[config.mk]
export PLATFORM = sky130hd
export DESIGN_NAME = ckgen_clock_control
export DESIGN_NICKNAME = d
export VERILOG_FILES = /design/src/ckgen_pkg.sv /design/src/ckgen_clock_control.sv
export SDC_FILE = /design/constraint.sdc
export NUM_CORES = 1
export LEC_CHECK = 0
export BUFFER_PORTS_ARGS = -buffer_cell sky130_fd_sc_hd__buf_2
export CORE_MARGIN = 4
export CORE_UTILIZATION = 35
export CTS_CLUSTER_SIZE = 10
export DETAILED_ROUTE_END_ITERATION = 16
export PLACE_DENSITY_LB_ADDON = 0.2
export SKIP_LAST_GASP = 1
export SLEW_MARGIN = 0
export SYNTH_ARGS = -nofsm -noshare
export SYNTH_HDL_FRONTEND = slang
export SYNTH_SLANG_ARGS = --single-unit
[constraint.sdc]
create_clock -name SYS_CLK -period 2.6 [get_ports SYS_CLK]
set_input_delay 0.39 -clock SYS_CLK [delete_from_list [all_inputs] [get_ports SYS_CLK]]
set_output_delay 0.39 -clock SYS_CLK [all_outputs]
set_load 0.05 [all_outputs]
[src/ckgen_pkg.sv]
package ckgen_pkg;
    // Register offsets
    localparam logic [7:0] ADDR_CLOCK_MODE_CTRL_ONE  = 8'h07;
    localparam logic [7:0] ADDR_WRITE_PROTECT        = 8'h0a;
    localparam logic [7:0] ADDR_PERIPH_CLOCK_SELECT  = 8'h12;
    localparam logic [7:0] ADDR_PLL_CONTROL          = 8'h1c;
    localparam logic [7:0] ADDR_PROCESSOR_MODE_TWO   = 8'h1e;
    localparam logic [7:0] ADDR_FAST_OSC_CONTROL_A   = 8'h22;
    localparam logic [7:0] ADDR_FAST_OSC_CONTROL_B   = 8'h24;

    // Field positions
    localparam int BIT_PROTECT_CLOCK     = 0;
    localparam int BIT_FEEDBACK_RES_OFF  = 3;
    localparam int BIT_SLOW_OSC_STOP     = 4;
    localparam int BIT_PERIPH_CLOCK_GATE = 5;
    localparam int BIT_FAST_OSC_ENABLE   = 0;
    localparam int PLL_MUL_LSB           = 0;
    localparam int PLL_DIV_LSB           = 4;

    // Reset values
    localparam logic [7:0] RST_CLOCK_MODE_CTRL_ONE = 8'h00;
    localparam logic [7:0] RST_WRITE_PROTECT       = 8'h00;
    localparam logic [7:0] RST_PERIPH_CLOCK_SELECT = 8'h00;
    localparam logic [7:0] RST_PLL_CONTROL         = 8'h01;
    localparam logic [7:0] RST_PROCESSOR_MODE_TWO  = 8'h01;
    localparam logic [7:0] RST_FAST_OSC_CONTROL_A  = 8'h00;
    localparam logic [7:0] RST_FAST_OSC_CONTROL_B  = 8'h00;

    // Multiply and reference-divide codes
    localparam logic [2:0] PLL_MUL_X2 = 3'h1;
    localparam logic [2:0] PLL_MUL_X4 = 3'h2;
    localparam logic [2:0] PLL_MUL_X6 = 3'h3;
    localparam logic [2:0] PLL_MUL_X8 = 3'h4;
    localparam logic [1:0] PLL_DIV_1  = 2'h0;
    localparam logic [1:0] PLL_DIV_2  = 2'h1;
    localparam logic [1:0] PLL_DIV_4  = 2'h2;

    // Timing
    localparam int SYS_CLK_HZ       = 20000000;
    localparam int FAST_OSC_HZ      = 40000000;
    localparam int SLOW_OSC_HZ      = 125000;
    localparam int WDT_OSC_HZ       = 125000;
    localparam int SLOW_OSC_CYCLES  = SYS_CLK_HZ / SLOW_OSC_HZ;
    localparam int WDT_OSC_CYCLES   = SYS_CLK_HZ / WDT_OSC_HZ;
    localparam int CPU_RESET_DIVIDE = 8;
endpackage

[src/ckgen_clock_control.sv]
// The plain strobed port was left to the implementer.
`timescale 1ns/100ps
// Functional notes
// - After reset CPU clock is slow oscillator divided 8
// - Peripheral clock only while gate bit set
// - Slow and watchdog oscillator sources provided; fast oscillator has an enable only
// - PLL rate from multiply and divide fields
// - Multiply codes 1..4 mean x2,x4,x6,x8
// - Divide codes 0..2 mean /1,/2,/4
// - Feedback resistor connected while bit 3 low
// - Slow oscillator stops while bit 4 high
// - Protected registers writable only with protect bit
module ckgen_clock_control #(
    parameter int SLOW_DIV = ckgen_pkg::SLOW_OSC_CYCLES,
    parameter int WDT_DIV  = ckgen_pkg::WDT_OSC_CYCLES,
    parameter int CPU_DIV  = ckgen_pkg::CPU_RESET_DIVIDE
) (
    input  wire logic       SYS_CLK,
    input  wire logic       RST_N,
    input  wire logic [7:0] ADDR,
    input  wire logic [7:0] WDATA,
    input  wire logic       WR,
    input  wire logic       RD,
    output logic      [7:0] RDATA,
    output logic            SLOW_OSC_CLOCK,
    output logic            WATCHDOG_OSC_CLOCK,
    output logic            FAST_OSC_ON,
    output logic            CPU_CLK_EN,
    output logic            PERIPHERAL_CLOCK_ON,
    output logic            FEEDBACK_RES_ON,
    output logic            SLOW_OSC_ON,
    output logic      [3:0] PLL_MULT,
    output logic      [2:0] PLL_REF_DIV,
    output logic            PLL_CFG_BAD
);

    // Register state
    logic [7:0] clock_mode_ctrl_one;
    logic [7:0] write_protect_register;
    logic [7:0] peripheral_clock_select;
    logic [7:0] pll_control;
    logic [7:0] processor_mode_two;
    logic [7:0] fast_osc_control_a;
    logic [7:0] fast_osc_control_b;
    logic [7:0] next_clock_mode_ctrl_one;
    logic [7:0] next_write_protect_register;
    logic [7:0] next_peripheral_clock_select;
    logic [7:0] next_pll_control;
    logic [7:0] next_processor_mode_two;
    logic [7:0] next_fast_osc_control_a;
    logic [7:0] next_fast_osc_control_b;
    logic [7:0] next_rdata;
    logic       unlocked;

    // Oscillator dividers and derived enables
    logic [15:0] slow_cnt;
    logic [15:0] wdt_cnt;
    logic [7:0]  cpu_cnt;
    logic [15:0] next_slow_cnt;
    logic [15:0] next_wdt_cnt;
    logic [7:0]  next_cpu_cnt;
    logic        next_slow_tick;
    logic        next_wdt_tick;
    logic        next_cpu_tick;

    // Decoded outputs
    logic [3:0] next_pll_mult;
    logic [2:0] next_pll_div;
    logic       next_pll_bad;
    // Next values for the level outputs
    logic       next_fast_on;
    logic       next_periph_on;
    logic       next_fb_on;
    logic       next_slow_on;

    // Writes to the clock group need the protect bit
    // The bit is only a gate; it never clears by itself
    assign unlocked = write_protect_register[ckgen_pkg::BIT_PROTECT_CLOCK];

    // Register writes and read mux
    always_comb begin
        next_clock_mode_ctrl_one     = clock_mode_ctrl_one;
        next_write_protect_register  = write_protect_register;
        next_peripheral_clock_select = peripheral_clock_select;
        next_pll_control             = pll_control;
        next_processor_mode_two      = processor_mode_two;
        next_fast_osc_control_a      = fast_osc_control_a;
        next_fast_osc_control_b      = fast_osc_control_b;
        next_rdata                   = 8'h00;

        // At most one register changes per cycle
        if (WR) begin
            unique case (ADDR)
                // Protect and mode two are never locked
                ckgen_pkg::ADDR_WRITE_PROTECT: begin
                    next_write_protect_register = WDATA;
                end
                ckgen_pkg::ADDR_PROCESSOR_MODE_TWO: begin
                    next_processor_mode_two = WDATA;
                end

                // Clock group: a locked write is dropped without trace
                ckgen_pkg::ADDR_CLOCK_MODE_CTRL_ONE: begin
                    if (unlocked) begin
                        next_clock_mode_ctrl_one = WDATA;
                    end
                end
                ckgen_pkg::ADDR_PERIPH_CLOCK_SELECT: begin
                    if (unlocked) begin
                        next_peripheral_clock_select = WDATA;
                    end
                end
                ckgen_pkg::ADDR_PLL_CONTROL: begin
                    if (unlocked) begin
                        next_pll_control = WDATA;
                    end
                end
                ckgen_pkg::ADDR_FAST_OSC_CONTROL_A: begin
                    if (unlocked) begin
                        next_fast_osc_control_a = WDATA;
                    end
                end
                ckgen_pkg::ADDR_FAST_OSC_CONTROL_B: begin
                    if (unlocked) begin
                        next_fast_osc_control_b = WDATA;
                    end
                end
                default: begin
                end
            endcase
        end

        // Unmapped addresses read as zero
        // Reads have no side effect, so they need no lock
        if (RD) begin
            unique case (ADDR)
                ckgen_pkg::ADDR_CLOCK_MODE_CTRL_ONE: begin
                    next_rdata = clock_mode_ctrl_one;
                end
                ckgen_pkg::ADDR_WRITE_PROTECT: begin
                    next_rdata = write_protect_register;
                end
                ckgen_pkg::ADDR_PERIPH_CLOCK_SELECT: begin
                    next_rdata = peripheral_clock_select;
                end
                ckgen_pkg::ADDR_PLL_CONTROL: begin
                    next_rdata = pll_control;
                end
                ckgen_pkg::ADDR_PROCESSOR_MODE_TWO: begin
                    next_rdata = processor_mode_two;
                end
                ckgen_pkg::ADDR_FAST_OSC_CONTROL_A: begin
                    next_rdata = fast_osc_control_a;
                end
                ckgen_pkg::ADDR_FAST_OSC_CONTROL_B: begin
                    next_rdata = fast_osc_control_b;
                end
                default: begin
                    next_rdata = 8'h00;
                end
            endcase
        end
    end

    // Register store; read data lasts one cycle only
    always_ff @(posedge SYS_CLK) begin
        if (!RST_N) begin
            clock_mode_ctrl_one     <= ckgen_pkg::RST_CLOCK_MODE_CTRL_ONE;
            write_protect_register  <= ckgen_pkg::RST_WRITE_PROTECT;
            peripheral_clock_select <= ckgen_pkg::RST_PERIPH_CLOCK_SELECT;
            pll_control             <= ckgen_pkg::RST_PLL_CONTROL;
            processor_mode_two      <= ckgen_pkg::RST_PROCESSOR_MODE_TWO;
            fast_osc_control_a      <= ckgen_pkg::RST_FAST_OSC_CONTROL_A;
            fast_osc_control_b      <= ckgen_pkg::RST_FAST_OSC_CONTROL_B;
            RDATA                   <= 8'h00;
        end else begin
            clock_mode_ctrl_one     <= next_clock_mode_ctrl_one;
            write_protect_register  <= next_write_protect_register;
            peripheral_clock_select <= next_peripheral_clock_select;
            pll_control             <= next_pll_control;
            processor_mode_two      <= next_processor_mode_two;
            fast_osc_control_a      <= next_fast_osc_control_a;
            fast_osc_control_b      <= next_fast_osc_control_b;
            RDATA                   <= next_rdata;
        end
    end

    // Oscillator dividers; slow source halts while stopped, watchdog never
    always_comb begin
        // Defaults: no pulse this cycle
        next_slow_cnt  = slow_cnt;
        next_slow_tick = 1'b0;
        next_wdt_tick  = 1'b0;
        next_cpu_tick  = 1'b0;
        next_cpu_cnt   = cpu_cnt;
        // Frozen, not cleared, so a restart keeps its phase
        if (!clock_mode_ctrl_one[ckgen_pkg::BIT_SLOW_OSC_STOP]) begin
            if (slow_cnt == 16'(SLOW_DIV - 1)) begin
                next_slow_cnt  = 16'h0000;
                next_slow_tick = 1'b1;
            end else begin
                next_slow_cnt = slow_cnt + 16'h0001;
            end
        end

        // Separate source so a stopped slow oscillator cannot starve it
        if (wdt_cnt == 16'(WDT_DIV - 1)) begin
            next_wdt_cnt  = 16'h0000;
            next_wdt_tick = 1'b1;
        end else begin
            next_wdt_cnt = wdt_cnt + 16'h0001;
        end

        // CPU clock is the slow source divided by CPU_DIV, eight by default
        if (next_slow_tick) begin
            if (cpu_cnt == 8'(CPU_DIV - 1)) begin
                next_cpu_cnt  = 8'h00;
                next_cpu_tick = 1'b1;
            end else begin
                next_cpu_cnt = cpu_cnt + 8'h01;
            end
        end
    end

    // Divider state and registered pulses
    always_ff @(posedge SYS_CLK) begin
        if (!RST_N) begin
            slow_cnt           <= 16'h0000;
            wdt_cnt            <= 16'h0000;
            cpu_cnt            <= 8'h00;
            SLOW_OSC_CLOCK     <= 1'b0;
            WATCHDOG_OSC_CLOCK <= 1'b0;
            CPU_CLK_EN         <= 1'b0;
        end else begin
            slow_cnt           <= next_slow_cnt;
            wdt_cnt            <= next_wdt_cnt;
            cpu_cnt            <= next_cpu_cnt;
            SLOW_OSC_CLOCK     <= next_slow_tick;
            WATCHDOG_OSC_CLOCK <= next_wdt_tick;
            CPU_CLK_EN         <= next_cpu_tick;
        end
    end

    // PLL factor decode; reserved codes flag an error, factor zero
    always_comb begin
        next_pll_bad = 1'b0;
        // Multiply field
        unique case (pll_control[ckgen_pkg::PLL_MUL_LSB +: 3])
            ckgen_pkg::PLL_MUL_X2: next_pll_mult = 4'h2;
            ckgen_pkg::PLL_MUL_X4: next_pll_mult = 4'h4;
            ckgen_pkg::PLL_MUL_X6: next_pll_mult = 4'h6;
            ckgen_pkg::PLL_MUL_X8: next_pll_mult = 4'h8;
            default: begin
                next_pll_mult = 4'h0;
                next_pll_bad  = 1'b1;
            end
        endcase

        // Reference divide field
        unique case (pll_control[ckgen_pkg::PLL_DIV_LSB +: 2])
            ckgen_pkg::PLL_DIV_1: next_pll_div = 3'h1;
            ckgen_pkg::PLL_DIV_2: next_pll_div = 3'h2;
            ckgen_pkg::PLL_DIV_4: next_pll_div = 3'h4;
            default: begin
                next_pll_div = 3'h0;
                next_pll_bad = 1'b1;
            end
        endcase
    end

    // Level controls taken from register bits
    always_comb begin
        next_fast_on   =
            fast_osc_control_a[ckgen_pkg::BIT_FAST_OSC_ENABLE];
        next_periph_on =
            processor_mode_two[ckgen_pkg::BIT_PERIPH_CLOCK_GATE];
        next_fb_on     =
            !clock_mode_ctrl_one[ckgen_pkg::BIT_FEEDBACK_RES_OFF];
        next_slow_on   =
            !clock_mode_ctrl_one[ckgen_pkg::BIT_SLOW_OSC_STOP];
    end

    // Level controls, registered so outputs stay glitch free
    always_ff @(posedge SYS_CLK) begin
        if (!RST_N) begin
            PLL_MULT            <= 4'h0;
            PLL_REF_DIV         <= 3'h0;
            PLL_CFG_BAD         <= 1'b0;
            FAST_OSC_ON         <= 1'b0;
            PERIPHERAL_CLOCK_ON <= 1'b0;
            FEEDBACK_RES_ON     <= 1'b0;
            SLOW_OSC_ON         <= 1'b0;
        end else begin
            PLL_MULT            <= next_pll_mult;
            PLL_REF_DIV         <= next_pll_div;
            PLL_CFG_BAD         <= next_pll_bad;
            FAST_OSC_ON         <= next_fast_on;
            PERIPHERAL_CLOCK_ON <= next_periph_on;
            FEEDBACK_RES_ON     <= next_fb_on;
            SLOW_OSC_ON         <= next_slow_on;
        end
    end

endmodule

==> results_dict.tcl <==
set metrics [dict create \
    layout_common_cells "dfxtp_1, nor2_1, nand2_1" \
    post_cts_buffers 0 \
    power_frac_comb 0.035 \
    cp-end-kind "flip-flop" \
    htreeDepth 4 \
    finalNonFillerCells 769 \
    ys_warn_count 0 \
    p_sw_uw 871.2 \
    rows 43 \
    worstPathCellList "or4_4 -> or4_4 -> nor3_1 -> and3_1 -> mux2i_1" \
    critPathKind "reg -> reg" \
    synth_ff_type "dfxtp_1" \
    die_h_um 126.6 \
    seq_area_frac_synth 0.4800 \
    cpLargestDelayFamily "simple AND/OR/NAND/NOR gates" \
    synth_nets 546 \
    pin_count 43 \
    met1_usage 0.2061 \
    chipWidth_um 126.6 \
    setup_violations 0 \
    numPortBuffers 41 \
    cts-root-buf "clkbuf_16" \
    rrSetupSlack_ps 370 \
    synth_edf_count 0 \
    rsz0062_at_grt "no" \
    critPathSlowestCell "or4_4" \
    dpl-instance-area_um2 5386 \
    swShare 0.2159 \
    overflow 0 \
    cts_made_buffers 17 \
    vias 3899 \
    syn_area_um2 4921 \
    relSlewSlack 0.5844 \
    post-place-ws_ps 298.3 \
    fill_cells 1368 \
    syn_avg_cell_area_um2 9.409 \
    fin_setup_tns_ps 0 \
    drtIter0Drc 290 \
    required_ps 2940 \
    nets 600 \
    use_met3 0.05432 \
    initial_utilization 0.3559 \
    fin_crit_sh 0.8578 \
    crit_path_frequent_cell "or4_4" \
    syn2layout_area_growth_pct 20.09 \
    pwr-share-seq 0.454 \
    fin_util 0.4274 \
    yosysUniqueCellTypes 46 \
    core_um2 13830 \
    busiest_layer "met2" \
    wl_um 11930 \
    cp-start-kind "flip-flop" \
    finalMaxSlewViolations 0 \
    grt_pass1_vias 3872 \
    hold_slack_ps 307.3 \
    dr.pass1.iters 5 \
    antenna_found_initial 0 \
    cts_resized 0 \
    wire_per_inst_um 15.51 \
    dpl.hpwl_um 8249 \
    placed_cells 738 \
    hold_viol 0 \
    ant_nets 0 \
    fin_crit_ps 2230 \
    crit_fanout 5 \
    p_total_mw 4.035 \
    cts_tree "built" \
    grt_util_met2 0.2394 \
    syn_inst 523 \
    clk_latency_ps 420 \
    p_int_mw 3.164 \
    dieArea_um2 16020 \
    grt_usage 0.1574 \
    leakagePower_nw 2.225 \
    status "finished, final reports clean" \
    timing.fmax_ghz 0.4484 \
    skew_ps 8.671 \
    clk_pin_slew_worst_paths_ps 50 \
    crit_buf_inv 0 \
    grt_pass1_wl_um 19950 \
    critPathArrivalTime_ps 2570 \
    fin_area_um2 5909 \
    final_common_cell "dfxtp_1" \
    p_per_area_nw_per_um2 682.8 \
    drive_gt1_frac 0.1664 \
    n_antenna_cell 0 \
    fin_ws_ps 369.8 \
    vias_per_cell 5.070 \
    grt_max_degree 37 \
    hold_buffers 0 \
    synth-seq-cells 118 \
    cts_num_sinks 118 \
    async_reset_ff_frac 0 \
    max_cap_viol_count 0 \
    gp_congestion 0.8378 \
    peakVddDrop_v 0.0004569 \
    drc 0 \
    cpPeakStageDelay_ps 570 \
    holdCritPathClass "in -> reg" \
    clock_power_share 0.511 \
    clockBufferDepth 2 \
    worst_pin_slew_ps 618.6 \
]
## synth_stat cells (3+ instances only)
master	count	area (um2)
xor2_1	16	140.1
mux2i_1	41	410.4
inv_1	5	18.77
nor4_1	6	37.54
nand2_1	55	206.5
a21boi_0	8	60.06
nand3_1	17	85.08
a22oi_1	8	60.06
buf_4	3	22.52
nand4_1	9	56.30
or4_4	3	33.78
nor2b_1	4	25.02
nor3_1	12	60.06
xnor2_1	18	157.7
nand4b_1	3	26.28
a222oi_1	8	80.08
nor3_4	3	48.80
and2_1	4	25.02
clkbuf_1	16	60.06
nor3b_1	4	30.03
a221oi_1	8	70.07
and4_1	4	35.03
ha_1	3	37.54
and3_1	9	56.30
nor2_1	91	341.6
dfxtp_1	118	2362
a21oi_1	21	105.1
nor4_4	4	85.08
## registers in the layout, indices dropped and copies added (netlist names), 3 cells and up
register / flops
clock_mode_ctrl_one: 8
write_protect_register: 8
wdt_cnt: 16
pll_control: 8
PLL_REF_DIV: 3
processor_mode_two: 8
fast_osc_control_b: 8
PLL_MULT: 3
RDATA: 8
peripheral_clock_select: 8
cpu_cnt: 8
slow_cnt: 16
fast_osc_control_a: 8
## worst min-delay path: stages
cell,delay [ps]
buf_2,150
nand2_1,70
a21oi_1,60
## area by class of cell
class	instances	area, um2	area share
clock inverters	4	20.02	0.003388
inverters	6	22.52	0.003811
well taps	180	225.2	0.03811
repair buffers	57	337.8	0.05717
multi-input cells	377	2439	0.4127
clock buffers	27	503.0	0.08512
flip-flops and latches	118	2362	0.3997
## power groups by stage
stage | clock network, mW | registers [mW] | logic [mW]
4_1_cts | 2.11 | 1.83 | 0.141
3_5_place_dp | 0 | 1.87 | 0.140
6_report | 2.06 | 1.83 | 0.140
2_1_floorplan | 0 | 1.88 | 0.0652
3_3_place_gp | 0 | 1.87 | 0.139
5_1_grt | 2.20 | 1.83 | 0.154
## path summary, 6_finish.rpt
path         cells after the start                     to              startpoint
max                              5             cpu_cnt[7]            slow_cnt[10]
min reg2reg                      1        FEEDBACK_RES_ON  clock_mode_ctrl_one[3]
min                              3  processor_mode_two[7]                WDATA[7]
max reg2reg                      5             cpu_cnt[7]            slow_cnt[10]
## cell families after synthesis
kind of cell | synth area share
compound gates | 0.07984
xor+xnor | 0.06051
fa+ha+maj | 0.007629
buf+inv | 0.02441
flops | 0.4800
mux | 0.08340
other cells | 0.0007620
simple gates | 0.2634
## layer usage
layer | part of all wire | wire length [um] | up-vias
met1 | 0.48 | 5721 | 1850
li1 | - | - | 1946
met5 | 0 | 0 | -
met3 | 0.053 | 630 | 15
met4 | 0.014 | 165 | 0
met2 | 0.45 | 5409 | 88
Power figures use the tool's default switching activity.
